## config.mk

```make
export PLATFORM = sky130hd
export DESIGN_NAME = aau_unit
export DESIGN_NICKNAME = d
export VERILOG_FILES = /design/src/logic/aau_pkg.sv /design/src/logic/aau_adder.sv /design/src/logic/aau_unit.sv
export SDC_FILE = /design/constraint.sdc
export NUM_CORES = 1
export LEC_CHECK = 0
export BUFFER_PORTS_ARGS = -buffer_cell sky130_fd_sc_hd__buf_2
export CAP_MARGIN = 20
export CORE_MARGIN = 2
export CORE_UTILIZATION = 32
export DETAILED_ROUTE_END_ITERATION = 10
export MAX_ROUTING_LAYER = met4
export PLACE_DENSITY = 0.61
export SLEW_MARGIN = 10
export SYNTH_ARGS = -nofsm -noshare
export SYNTH_HDL_FRONTEND = slang
export SYNTH_HIERARCHICAL = 1
export SYNTH_SLANG_ARGS = --single-unit
```

## constraint.sdc

```tcl
create_clock -name clock -period 4 [get_ports clock]
set_input_delay 0.4 -clock clock [delete_from_list [all_inputs] [get_ports clock]]
set_output_delay 0.4 -clock clock [all_outputs]
set_load 0.01 [all_outputs]
```

## src/logic/aau_pkg.sv

```systemverilog
// Shared constants and types for the absolute and signed add unit
package aau_pkg;
  localparam int unsigned DATA_W     = 32;
  localparam int unsigned IMM_W      = 9;
  localparam int unsigned REG_IDX_W  = 9;
  localparam int unsigned OP_CYCLES  = 4;
  localparam logic [31:0] RST_DATA   = 32'h0000_0000;
  localparam logic        RST_ZERO   = 1'b0;
  localparam logic        RST_CARRY  = 1'b0;
  localparam logic [8:0]  RST_INDEX  = 9'h000;

  typedef logic [DATA_W-1:0]    aau_word_t;
  typedef logic [IMM_W-1:0]     aau_imm_t;
  typedef logic [REG_IDX_W-1:0] aau_idx_t;

  typedef enum logic [1:0] {
    AAU_OP_MAGNITUDE,
    AAU_OP_SIGNED,
    AAU_OP_SIGNED_CARRY
  } aau_op_e;

  typedef enum logic [1:0] {
    AAU_ST_IDLE,
    AAU_ST_FETCH,
    AAU_ST_ADD,
    AAU_ST_COMMIT
  } aau_state_e;
endpackage : aau_pkg

```

## src/logic/aau_adder.sv

```systemverilog
// 32-bit adder core with carry in, carry out and signed overflow
`timescale 1ns/1ps
module aau_adder
  import aau_pkg::*;
(
  input  wire aau_pkg::aau_word_t a,
  input  wire aau_pkg::aau_word_t b,
  input  wire logic               cin,
  output aau_pkg::aau_word_t      sum,
  output logic                    carry_out,
  output logic                    overflow
);
  logic [DATA_W:0] wide;

  always_comb
  begin
    wide      = {1'b0, a} + {1'b0, b} + {{DATA_W{1'b0}}, cin};
    sum       = wide[DATA_W-1:0];
    carry_out = wide[DATA_W];
    // Like-signed operands giving an opposite-signed sum
    overflow  = (a[DATA_W-1] == b[DATA_W-1]) && (wide[DATA_W-1] != a[DATA_W-1]);
  end
endmodule : aau_adder

```

## src/logic/aau_unit.sv

```systemverilog
// Absolute and signed add unit: three add operations, flags and writeback
// Behaviour
// - Magnitude add: destination plus absolute value of source, written to destination.
// - Source comes from a register or a 9-bit immediate literal.
// - Immediate source is zero-extended to 32 bits, never negative.
// - Magnitude add treats the destination as unsigned; only source is signed.
// - Magnitude add with zero update: zero flag set when sum wraps to zero.
// - Magnitude add, non-negative source: carry takes unsigned carry out.
// - Magnitude add, negative source: carry derived from borrow of destination minus source.
// - Signed add: two's-complement sum written to destination.
// - Signed add with zero update: zero flag set iff sum is zero.
// - Signed add with carry update: carry flag reports signed overflow.
// - Signed add with carry: destination plus source plus carry flag.
// - Sum written back unless suppressed; flags still update when suppressed.
// - Destination field names first operand and result register.
// - Signed carry add zero update: zero only if already zero and sum zero.
// - Signed carry add carry update: carry reports signed overflow.
`timescale 1ns/1ps
module aau_unit
  import aau_pkg::*;
(
  input  wire logic               clock,
  input  wire logic               nrst,
  input  wire logic               start,
  input  wire aau_pkg::aau_op_e   op,
  input  wire aau_pkg::aau_idx_t  dest_index,
  input  wire aau_pkg::aau_word_t dest_value,
  input  wire aau_pkg::aau_word_t src_reg_value,
  input  wire aau_pkg::aau_imm_t  src_imm,
  input  wire logic               src_is_imm,
  input  wire logic               zero_flag_update,
  input  wire logic               carry_flag_update,
  input  wire logic               suppress_writeback,
  output logic                    busy,
  output logic                    done,
  output logic                    wb_en,
  output aau_pkg::aau_idx_t       wb_index,
  output aau_pkg::aau_word_t      wb_data,
  output logic                    zero_flag,
  output logic                    carry_flag
);
  logic       rst_meta_r;
  logic       rst_sync_r;
  aau_state_e state_r;
  aau_op_e    op_r;
  aau_idx_t   idx_r;
  aau_word_t  dst_r;
  aau_word_t  src_r;
  logic       zu_r;
  logic       cu_r;
  logic       sup_r;
  logic       done_r;
  logic       wb_en_r;
  aau_idx_t   wb_index_r;
  aau_word_t  wb_data_r;
  logic       zero_r;
  logic       carry_r;
  logic       accept;
  aau_word_t  src_sel;
  aau_word_t  add_b;
  logic       add_cin;
  logic       src_neg;
  aau_word_t  sum;
  logic       carry_out;
  logic       overflow;
  logic       zero_nxt;
  logic       carry_nxt;

  // Reset released through two flops so deassertion is clean
  always_ff @(posedge clock or negedge nrst)
  begin
    if (!nrst)
    begin
      rst_meta_r <= 1'b0;
      rst_sync_r <= 1'b0;
    end
    else
    begin
      rst_meta_r <= 1'b1;
      rst_sync_r <= rst_meta_r;
    end
  end

  assign accept = start && (state_r == AAU_ST_IDLE);
  assign busy   = (state_r != AAU_ST_IDLE);

  always_comb
  begin
    if (src_is_imm)
      src_sel = {{(DATA_W-IMM_W){1'b0}}, src_imm};
    else
      src_sel = src_reg_value;
  end

  // Fixed four-step walk regardless of operands or controls
  always_ff @(posedge clock or negedge rst_sync_r)
  begin
    if (!rst_sync_r)
      state_r <= AAU_ST_IDLE;
    else
    begin
      case (state_r)
        AAU_ST_IDLE:   state_r <= accept ? AAU_ST_FETCH : AAU_ST_IDLE;
        AAU_ST_FETCH:  state_r <= AAU_ST_ADD;
        AAU_ST_ADD:    state_r <= AAU_ST_COMMIT;
        AAU_ST_COMMIT: state_r <= AAU_ST_IDLE;
        default:       state_r <= AAU_ST_IDLE;
      endcase
    end
  end

  // Operands captured once; later input changes cannot disturb the operation
  always_ff @(posedge clock or negedge rst_sync_r)
  begin
    if (!rst_sync_r)
    begin
      op_r  <= AAU_OP_MAGNITUDE;
      idx_r <= RST_INDEX;
      dst_r <= RST_DATA;
      src_r <= RST_DATA;
      zu_r  <= 1'b0;
      cu_r  <= 1'b0;
      sup_r <= 1'b0;
    end
    else if (accept)
    begin
      op_r  <= op;
      idx_r <= dest_index;
      dst_r <= dest_value;
      src_r <= src_sel;
      zu_r  <= zero_flag_update;
      cu_r  <= carry_flag_update;
      sup_r <= suppress_writeback;
    end
  end

  assign src_neg = (op_r == AAU_OP_MAGNITUDE) && src_r[DATA_W-1];

  always_comb
  begin
    // Negative magnitude source becomes D - S, which equals D + |S|
    add_b   = src_neg ? ~src_r : src_r;
    add_cin = 1'b0;
    if (src_neg)
      add_cin = 1'b1;
    else if (op_r == AAU_OP_SIGNED_CARRY)
      add_cin = carry_r;
  end

  aau_adder u_adder (
    .a         (dst_r),
    .b         (add_b),
    .cin       (add_cin),
    .sum       (sum),
    .carry_out (carry_out),
    .overflow  (overflow)
  );

  always_comb
  begin
    zero_nxt  = zero_r;
    carry_nxt = carry_r;
    case (op_r)
      AAU_OP_MAGNITUDE:
      begin
        if (zu_r)
          zero_nxt = (sum == RST_DATA);
        if (cu_r)
          carry_nxt = src_neg ? ~carry_out : carry_out;
      end
      AAU_OP_SIGNED:
      begin
        if (zu_r)
          zero_nxt = (sum == RST_DATA);
        if (cu_r)
          carry_nxt = overflow;
      end
      default:
      begin
        // Zero chains across words, so an earlier nonzero word sticks
        if (zu_r)
          zero_nxt = zero_r && (sum == RST_DATA);
        if (cu_r)
          carry_nxt = overflow;
      end
    endcase
  end

  always_ff @(posedge clock or negedge rst_sync_r)
  begin
    if (!rst_sync_r)
    begin
      zero_r  <= RST_ZERO;
      carry_r <= RST_CARRY;
    end
    else if (state_r == AAU_ST_COMMIT)
    begin
      zero_r  <= zero_nxt;
      carry_r <= carry_nxt;
    end
  end

  always_ff @(posedge clock or negedge rst_sync_r)
  begin
    if (!rst_sync_r)
    begin
      done_r     <= 1'b0;
      wb_en_r    <= 1'b0;
      wb_index_r <= RST_INDEX;
      wb_data_r  <= RST_DATA;
    end
    else
    begin
      done_r  <= (state_r == AAU_ST_COMMIT);
      wb_en_r <= (state_r == AAU_ST_COMMIT) && !sup_r;
      if (state_r == AAU_ST_COMMIT)
      begin
        wb_index_r <= idx_r;
        wb_data_r  <= sum;
      end
    end
  end

  assign done       = done_r;
  assign wb_en      = wb_en_r;
  assign wb_index   = wb_index_r;
  assign wb_data    = wb_data_r;
  assign zero_flag  = zero_r;
  assign carry_flag = carry_r;
  // Sums as presented at the taking edge, so the checks can look back at them
  aau_word_t chk_mag_sum;
  aau_word_t chk_add_sum;
  assign chk_mag_sum = dest_value + (src_sel[DATA_W-1] ? (~src_sel + 32'h0000_0001) : src_sel);
  assign chk_add_sum = dest_value + src_sel;

  property p_latency;
    @(posedge clock) disable iff (!rst_sync_r)
    accept |=> busy[*3] ##1 (done && !busy);
  endproperty
  a_latency: assert property (p_latency) else $error("operation not four cycles");

  property p_mag_sum;
    @(posedge clock) disable iff (!rst_sync_r)
    (accept && op == AAU_OP_MAGNITUDE) |-> ##4 wb_data == $past(chk_mag_sum, 4);
  endproperty
  a_mag_sum: assert property (p_mag_sum) else $error("magnitude sum wrong");

  property p_signed_sum;
    @(posedge clock) disable iff (!rst_sync_r)
    (accept && op == AAU_OP_SIGNED) |-> ##4 wb_data == $past(chk_add_sum, 4);
  endproperty
  a_signed_sum: assert property (p_signed_sum) else $error("signed sum wrong");

  property p_imm_zext;
    @(posedge clock) disable iff (!rst_sync_r)
    (accept && src_is_imm) |=> (src_r[DATA_W-1:IMM_W] == 23'h000000);
  endproperty
  a_imm_zext: assert property (p_imm_zext) else $error("immediate not zero-extended");

  property p_suppress;
    @(posedge clock) disable iff (!rst_sync_r)
    accept |-> ##4 (wb_en == !$past(suppress_writeback, 4));
  endproperty
  a_suppress: assert property (p_suppress) else $error("writeback enable wrong");

  property p_dest_index;
    @(posedge clock) disable iff (!rst_sync_r)
    accept |-> ##4 (wb_index == $past(dest_index, 4));
  endproperty
  a_dest_index: assert property (p_dest_index) else $error("writeback index wrong");

  property p_zero_hold;
    @(posedge clock) disable iff (!rst_sync_r)
    (accept && !zero_flag_update) |-> ##4 $stable(zero_flag);
  endproperty
  a_zero_hold: assert property (p_zero_hold) else $error("zero flag changed");

  property p_carry_hold;
    @(posedge clock) disable iff (!rst_sync_r)
    (accept && !carry_flag_update) |-> ##4 $stable(carry_flag);
  endproperty
  a_carry_hold: assert property (p_carry_hold) else $error("carry flag changed");

  property p_chain_zero;
    @(posedge clock) disable iff (!rst_sync_r)
    (accept && op == AAU_OP_SIGNED_CARRY && zero_flag_update && !zero_flag) |-> ##4 !zero_flag;
  endproperty
  a_chain_zero: assert property (p_chain_zero) else $error("zero chain broken");

  property p_signed_ovf;
    @(posedge clock) disable iff (!rst_sync_r)
    (accept && op == AAU_OP_SIGNED && carry_flag_update) |-> ##4
      carry_flag == (($past(dest_value[31], 4) == $past(src_sel[31], 4))
                     && (wb_data[31] != $past(dest_value[31], 4)));
  endproperty
  a_signed_ovf: assert property (p_signed_ovf) else $error("overflow flag wrong");
endmodule : aau_unit

```

Word level (Yosys, flattened, before mapping)
Cells that the tools add are included.

operators by class
  $add $sub $neg = 2
  equality and inequality tests = 7
  muxes and demuxes = 13
  bitwise operators = 2
  reduce and logical (&&, ||, !) cells = 13

operators with widths
  cell                                           number
  2-to-1 mux 32 bit                              2
  adder 32 x 32 -> 33 bit                        1
  adder 33 x 1 -> 33 bit                         1
  zero test 32 bit                               1
  inverter 32 bit                                1
  2-to-1 mux 1 bit                               10
  one-hot mux 2 bit (4 select lines)             1
  == test 2 bit, second input constant           3
  logical AND 1 bit                              5
  == test 2 x 1 -> 1 bit, second input constant  2
  zero test 2 bit                                2
  AND reduction 2 bit                            2
  nonzero test 2 bit                             1
  OR reduction 2 bit                             1
  == test 1 bit                                  1
  zero test 1 bit                                1
  inequality test 1 bit                          1
  inverter 1 bit                                 1

storage, ports and cells
  register bits after elaboration = 127
  input port bits = 91
  output and inout port bits = 46
  word-level logic and storage cells = 53

Depth between registers and ports, before layout
Gate-level depths: netlist (run 1).

  depth after elaboration = 9
  mapped depth = 18
  gate-level depth less buffers = 16

Hierarchy
Netlist (run 1), hierarchy kept.

modules (own cells, without submodules)
  module     instances  cells each  area each (sq um)  sequential area each (sq um)
  aau_unit   1          403         5541.6             3178.0
  aau_adder  1          239         1704.1             0.0

Least setup slack after synthesis (run 1)
Ideal clock, no wire load.

  kind = register -> register
  start point = register op_r[1]
  end point = register zero_r, in the netlist zero_flag
  setup time = 0.065 ns
  arrival time = 3.618 ns
  data required time = 3.935 ns
  slack = 0.317 ns
  cell stages (with the launch flop) = 18
  buffers on the path = 1
  cell sequence = dfrtp_1 > nor2_2 > and2_4 > buf_12 > xor2_1 > fa_1 > fa_1 > a21o_1 > a221oi_1 > nor2_1 > nor2_2 > o2111ai_1 > a21boi_0 > xnor2_1 > nor4_1 > nand4_1 > nor2_1 > o22a_1

between the ends
  word-level cells in the longest chain between the ends = 9
  elaborated cells on any way between the ends = 15

ends and longest elaborated chain
  element                      line                                               RTL
  start, declared              aau_unit.sv:45                                     aau_op_e op_r;
  start signal, assigned       aau_unit.sv:127                                    op_r <= op;
  zero test 2 bit (*)          aau_unit.sv:137                                    assign src_neg = (op_r == AAU_OP_MAGNITUDE) && src_r[DATA_W-1];
  logical AND 1 bit (*)        aau_unit.sv:137
  2-to-1 mux 32 bit (*)        aau_unit.sv:142                                    add_b = src_neg ? ~src_r : src_r;
  named net add_b[0]           aau_unit.sv:60                                     aau_word_t add_b;
  adder 32 x 32 -> 33 bit (*)  aau_adder.sv:17                                    wide = {1'b0, a} + {1'b0, b} + {{DATA_W{1'b0}}, cin};
  adder 33 x 1 -> 33 bit (*)   aau_adder.sv:17
  named net sum[20]            aau_unit.sv:63                                     aau_word_t sum;
  zero test 32 bit (*)         aau_unit.sv:167, aau_unit.sv:174, aau_unit.sv:182
  logical AND 1 bit            aau_unit.sv:182                                    zero_nxt = zero_r && (sum == RST_DATA);
  2-to-1 mux 1 bit             aau_unit.sv:181                                    if (zu_r)
  2-to-1 mux 1 bit (*)         -
  end signal, assigned         aau_unit.sv:198                                    zero_r <= zero_nxt;
  end, declared                aau_unit.sv:56                                     logic zero_r;

The timed path passes the listed nets; every way through them passes the cells marked *. The select of a mux whose other input is x is not followed.
A chain may end at the register's enable or synchronous reset.

Final worst setup path (run 1)
Same ends and word-level chain as after synthesis.

==> flow_metrics.env, run 1 <==
export IMPL_peakVddDrop_mv=0.441
export IMPL_pwr_share_comb=0.574
export IMPL_ctsLongestPathBuffers=2
export IMPL_die_w_um=154
export IMPL_min_path_type="in2reg"
export IMPL_synthFlopType="dfrtp_1"
export IMPL_power_density_nw_per_um2=1050
export IMPL_die_area_um2=23900
export IMPL_start_util=0.323
export IMPL_maxCapViolations=0
export IMPL_cts_root_buffer="clkbuf_16"
export IMPL_slowest_delay_ps=400
export IMPL_end_kind="flop"
export IMPL_maxSlewViolCount=0
export IMPL_die_h_um=154
export IMPL_avgViaCountPerCell=4.75
export IMPL_antenna_found_initial=3
export IMPL_p_int_w=0.00550
export IMPL_p_clk_frac=0.180
export IMPL_syn_cell_area_um2=7250
export IMPL_num_rows=55
export IMPL_vias=5186
export IMPL_critical_path_class="reg2reg"
export IMPL_final_hold_violation_count=0
export IMPL_status="complete, no violations"
export IMPL_wl_per_cell_um=16.8
export IMPL_fin_ws_ps=190
export IMPL_synthTopCellsByCount="dfrtp_1 (127), nand2_1 (61), mux2_1 (44)"
export IMPL_cp_max_fo=17
export IMPL_synth_area_per_cell_um2=11.3
export IMPL_yosysTopAreaCellShare=0.439
export IMPL_clk_latency_ps=410
export IMPL_grt_usage=0.162
export IMPL_cts_tree="yes"
export IMPL_synthToLayoutAreaGrowth_pct=24.4
export IMPL_clock_skew_ps=11.2
export IMPL_fill_cells=2223
export IMPL_worstSetupStartpointType="flop"
export IMPL_swShare=0.418
export IMPL_multi_input_area_um2=3920
export IMPL_overflow=0
export IMPL_synthesis_nets=770
export IMPL_asyncSetResetFlopFracSynth=1.00
export IMPL_nets=917
export IMPL_relSlewSlack=0.354
export IMPL_cts_buffers=17
export IMPL_regArea_um2=3180
export IMPL_ys_types=56
export IMPL_clkSinkCount=127
export IMPL_ys_warn_count=6
export IMPL_tightest_slew_ps=969
export IMPL_fin_util=0.402
export IMPL_crit_chain="nor2_2, and2_4, buf_6, buf_12, xor2_2, ha_2, and4_1, nand2_1, nor2_1, a2111oi_2, o31a_1, o21ai_2, xor2_1, nor4_1, nand4_1, nor2_2, o22a_1"
export IMPL_post_synth_top_count_cell="dfrtp_1"
export IMPL_synth_area_top_cells="dfrtp_1 (44%), mux2_4 (8.3%), mux2_1 (6.8%)"
export IMPL_path_buf_inv=2
export IMPL_ys_seq_area_frac=0.439
export IMPL_pwr_share_seq=0.246
export IMPL_drt_iter0_drc=324
export IMPL_p_leak_nw=4.39
export IMPL_crit_family="simple AND/OR/NAND/NOR gates"
export IMPL_clkTransAtPathRegs_ps=60
export IMPL_min_period_over_period=0.952
export IMPL_drt_pass1_iter_count=6
export IMPL_fmax_mhz=262
export IMPL_synth_top_area_cell="dfrtp_1"
export IMPL_ctsHtreeMaxLevel=4
export IMPL_pin_count=137
export IMPL_synth_edf_count=0
export IMPL_place_congestion=0.935
export IMPL_drcViolationCount=0
export IMPL_synth_cells=642
export IMPL_grt_max_degree=65
export IMPL_io_buffers=136
export IMPL_crit_required_ps=4350
export IMPL_p_sw_w=0.00394
export IMPL_dpl_hpwl_mm=14.2
export IMPL_wl_mm=18.4
export IMPL_grt_pass1_wl_mm=29.1
export IMPL_cp_arrival_ps=4160
export IMPL_dpl_worst_slack_ps=-218
export IMPL_drive_gt1_frac=0.323
export IMPL_ant_nets=0
export IMPL_slowest_stage="a2111oi_2"
export IMPL_setup_viol=0
export IMPL_cpMostUsedCell="nor2_2"
export IMPL_grt_pass1_vias=5258
export IMPL_synth_seq_cells=127
export IMPL_core_um2=22400
export IMPL_fin_crit_ps=3810
## stage by stage
| step | total power, W | cells | TNS [ps] | cell area [um2] | hold slack (ps) |
|---|---|---|---|---|---|
| 6_report | 0.00944 | 1091 | 0 | 9010 | 205 |
| 4_1_cts | 0.00931 | 1086 | 0 | 8890 | 196 |
| 3_5_place_dp | 0.00756 | 1053 | -218 | 8230 | 188 |
| 3_3_place_gp | 0.00755 | 1053 | -159 | 8230 | 186 |
| 2_1_floorplan | 0.00599 | 642 | 0 | 7250 | 104 |
| 5_1_grt | 0.0101 | 1090 | -59.1 | 9010 | 199 |
## final timing paths
path | startpoint | depth (start not counted) | slack, ps | end
max in group asynchronous | rst_sync_r$_DFF_PN0_ | 1 | 2640 | src_r[7]$_DFFE_PN0P_
hold reg to reg | rst_sync_r$_DFF_PN0_ | 0 | 330 | idx_r[0]$_DFFE_PN0P_
setup reg to reg | op_r[1]$_DFFE_PN0P_ | 17 | 190 | zero_flag$_DFFE_PN0P_
hold / removal | dest_value[10] | 2 | 200 | dst_r[10]$_DFFE_PN0P_
min in group asynchronous | nrst | 2 | 300 | rst_sync_r$_DFF_PN0_
setup / recovery | op_r[1]$_DFFE_PN0P_ | 17 | 190 | zero_flag$_DFFE_PN0P_
## power groups by stage
stage / clock, W / combinational (W) / sequential (W)
finish: 0.00170 / 0.00542 / 0.00233
global placement: 0 / 0.00520 / 0.00235
global route: 0.00179 / 0.00595 / 0.00241
detailed placement: 0 / 0.00521 / 0.00235
CTS: 0.00173 / 0.00525 / 0.00233
floorplan: 0 / 0.00366 / 0.00234
## placed cells by master (no fill, tap or decap), types with 10 or more instances in the layout
cell type | synthesis | routed
clkbuf_16 | 0 | 17
mux2_1 | 44 | 44
buf_2 | 11 | 136
a21oi_1 | 27 | 25
nand2_1 | 61 | 60
xor2_1 | 42 | 36
nor2_1 | 18 | 17
o21ai_1 | 35 | 37
dfrtp_1 | 127 | 126
xnor2_1 | 18 | 18
ha_1 | 35 | 29
buf_4 | 1 | 18
a21o_1 | 16 | 16
o21ai_0 | 18 | 16
mux2_4 | 40 | 40
nand2b_1 | 24 | 24
mux2i_1 | 10 | 10
## state kept, by name (all words and copies together) (netlist names)
signal	flops
rst_sync_r	1
dst_r	32
done	1
rst_meta_r	1
idx_r	9
op_r	2
sup_r	1
zu_r	1
zero_flag	1
carry_flag	1
wb_en	1
src_r	32
wb_data	32
cu_r	1
wb_index	9
state_r	2
## cell families (layout without fill, tap and decap cells)
logic type,after synthesis,in the layout,synth area share
and+or+nand+nor,152,152,0.105
DFF,127,127,0.439
xor gates and xnor gates,60,60,0.0725
AOI/OAI and AO/OA,131,131,0.112
muxes,97,97,0.170
buffers and inverters,37,197,0.0357
other,1,5,0.000518
adders and majority gates,37,37,0.0660
## layout make-up
class,instances,share of cell area
diodes,4,0.00111
clock buffers,22,0.0504
clock inverters,10,0.0205
inverters,7,0.00291
multi-input cells,478,0.435
flip-flops and latches,127,0.353
well taps,285,0.0396
repair buffers,158,0.0973
## repair_timing
item                       CTS  global route
resized for setup            3            25
hold endpoints to repair     2             0
setup endpoints to repair    1             1
buffers inserted             0             1
hold buffers                 1             0
pin swaps                    0             3
## per-layer routing
layer,vias to the layer above,routed length (um),GRT usage
li1,2569,-,-
met1,2473,8830,0.221
met2,132,8380,0.242
met3,12,892,0.0381
met4,0,252,0.0459
met5,-,0,-
(Power assumes the default switching activity.)
==> inputs of run 2 (changes only) <==
- SETUP_SLACK_MARGIN: not set -> 0.4
==> flow_metrics.env, run 2 (synthesis results as in run 1) <==
export IMPL_cts_tree="yes"
export IMPL_cts_buffers=17
export IMPL_end_kind="flop"
export IMPL_vias=5289
export IMPL_route_met2_wl_mm=8.45
export IMPL_status="complete, no violations"
export IMPL_wl_mm=18.3
export IMPL_tightest_slew_ps=784
export IMPL_antenna_found_initial=3
export IMPL_p_leak_nw=4.47
export IMPL_grt_usage=0.163
export IMPL_clkTransAtPathRegs_ps=60
export IMPL_clock_skew_ps=9.66
export IMPL_power_density_nw_per_um2=1050
export IMPL_crit_required_ps=4360
export IMPL_grt_pass1_vias=5405
export IMPL_rsz0062_at_grt="true"
export IMPL_grt_max_degree=57
export IMPL_clk_latency_ps=420
export IMPL_grt_pass1_wl_mm=29.4
export IMPL_worstSetupStartpointType="flop"
export IMPL_reg2reg_depth=17
export IMPL_regToRegEndpoint="zero_flag$_DFFE_PN0P_"
export IMPL_synthToLayoutAreaGrowth_pct=26.4
export IMPL_min_path_type="in2reg"
export IMPL_clkSinkCount=127
export IMPL_overflow=0
export IMPL_layout_commonest_cell="buf_2"
export IMPL_die_w_um=154
export IMPL_maxSlewViolCount=0
export IMPL_avgViaCountPerCell=4.79
export IMPL_power_w=0.00965
export IMPL_fill_cells=2147
export IMPL_core_um2=22400
export IMPL_relSlewSlack=0.477
export IMPL_cp_arrival_ps=4030
export IMPL_dpl_hpwl_mm=13.7
export IMPL_setup_viol=0
export IMPL_peakVddDrop_mv=0.387
export IMPL_drt_iter0_drc=378
export IMPL_io_buffers=136
export IMPL_die_area_um2=23900
export IMPL_routed_top_layer="met4"
export IMPL_num_rows=55
export IMPL_nets=931
export IMPL_critical_path_class="reg2reg"
export IMPL_cts_root_buffer="clkbuf_16"
export IMPL_critPathLaunch="op_r[1]$_DFFE_PN0P_"
export IMPL_ctsLongestPathBuffers=2
export IMPL_maxCapViolations=0
export IMPL_min_period_over_period=0.918
export IMPL_drt_pass1_iter_count=4
export IMPL_fmax_mhz=272
export IMPL_start_util=0.323
export IMPL_wirelength_met1_mm=8.43
export IMPL_drcViolationCount=0
export IMPL_drive_gt1_frac=0.349
export IMPL_fin_util=0.408
export IMPL_wl_per_cell_um=16.6
export IMPL_cp_max_fo=15
export IMPL_wl_met3_mm=1.10
export IMPL_r2r_start="op_r[1]$_DFFE_PN0P_"
export IMPL_fin_crit_ps=3670
export IMPL_pin_count=137
export IMPL_timing_critical_path_to="zero_flag$_DFFE_PN0P_"
export IMPL_die_h_um=154
export IMPL_setup_tns_ps=0
export IMPL_ctsHtreeMaxLevel=4
export IMPL_ant_nets=0
export IMPL_rrSetupSlack_ps=330
export IMPL_place_congestion=0.877
export IMPL_mostFrequentLayoutCells="buf_2 (136), dfrtp_1 (126), nand2_1 (60)"
export IMPL_final_hold_violation_count=0
[run 2: repair_timing]
action	CTS	global route
resized for setup	28	15
endpoints found under the hold margin	2	0
pin swaps	18	14
buffers inserted	15	5
hold buffers	1	0
setup endpoints to repair	3	4
[run 2: critical path, cell delays in order (launching register included)]
cell and delay [ps]:
dfrtp_1 400, nor2_2 140, and2_4 200, buf_12 160, xor2_1 170, ha_1 300, a21o_1 220, a21o_1 190
a221oi_2 330, buf_4 190, o31a_1 190, o41a_1 200, o21ai_1 80, xor2_1 170, nor4_2 190, nand4_1 150
nor2_2 170, o22a_1 150
[run 2: metrics by stage]
step	area (um2)	instances	hold WS [ps]	setup slack, ps
after floorplan	7250	642	104	425
after global placement	8210	1048	186	2.73
after CTS	9040	1096	179	375
final	9160	1104	191	328
after detailed placement	8210	1048	187	-27.5
after global routing	9160	1104	184	102
[run 2: how the worst min path moves through the flow]
stage               slack [ps]               endpoint  depth (start not counted)            from
finish                     190   dst_r[8]$_DFFE_PN0P_                          2   dest_value[8]
floorplan                  100   rst_meta_r$_DFF_PN0_                          0            nrst
global route               180   dst_r[8]$_DFFE_PN0P_                          2   dest_value[8]
CTS                        180  dst_r[10]$_DFFE_PN0P_                          2  dest_value[10]
detailed placement         190   rst_meta_r$_DFF_PN0_                          1            nrst
global placement           190   rst_meta_r$_DFF_PN0_                          1            nrst
[run 2: area by class of cell]
cell class	instances	area (um2)	area share
multi-input combinational	478	3960	0.433
sequential	127	3180	0.347
timing repair buffer	172	998	0.109
clock buffer	20	467	0.0510
tap	285	357	0.0389
clock inverter	12	158	0.0172
inverter	7	26.3	0.00287
antenna	3	7.51	0.000820
[run 2: routing by layer]
| layer | vias to the layer above | GRT usage |
|---|---|---|
| li1 | 2607 | - |
| met1 | 2521 | 0.208 |
| met2 | 131 | 0.250 |
| met3 | 30 | 0.0471 |
| met4 | 0 | 0.0529 |
| met5 | - | - |
[run 2: where the power goes]
part	internal [W]	switching (W)	leakage, nW	total [W]
clock	0.00103	0.000596	0.299	0.00163
combinational	0.00266	0.00304	2.63	0.00570
sequential	0.00191	0.000420	1.54	0.00233
total	0.00560	0.00405	4.47	0.00965
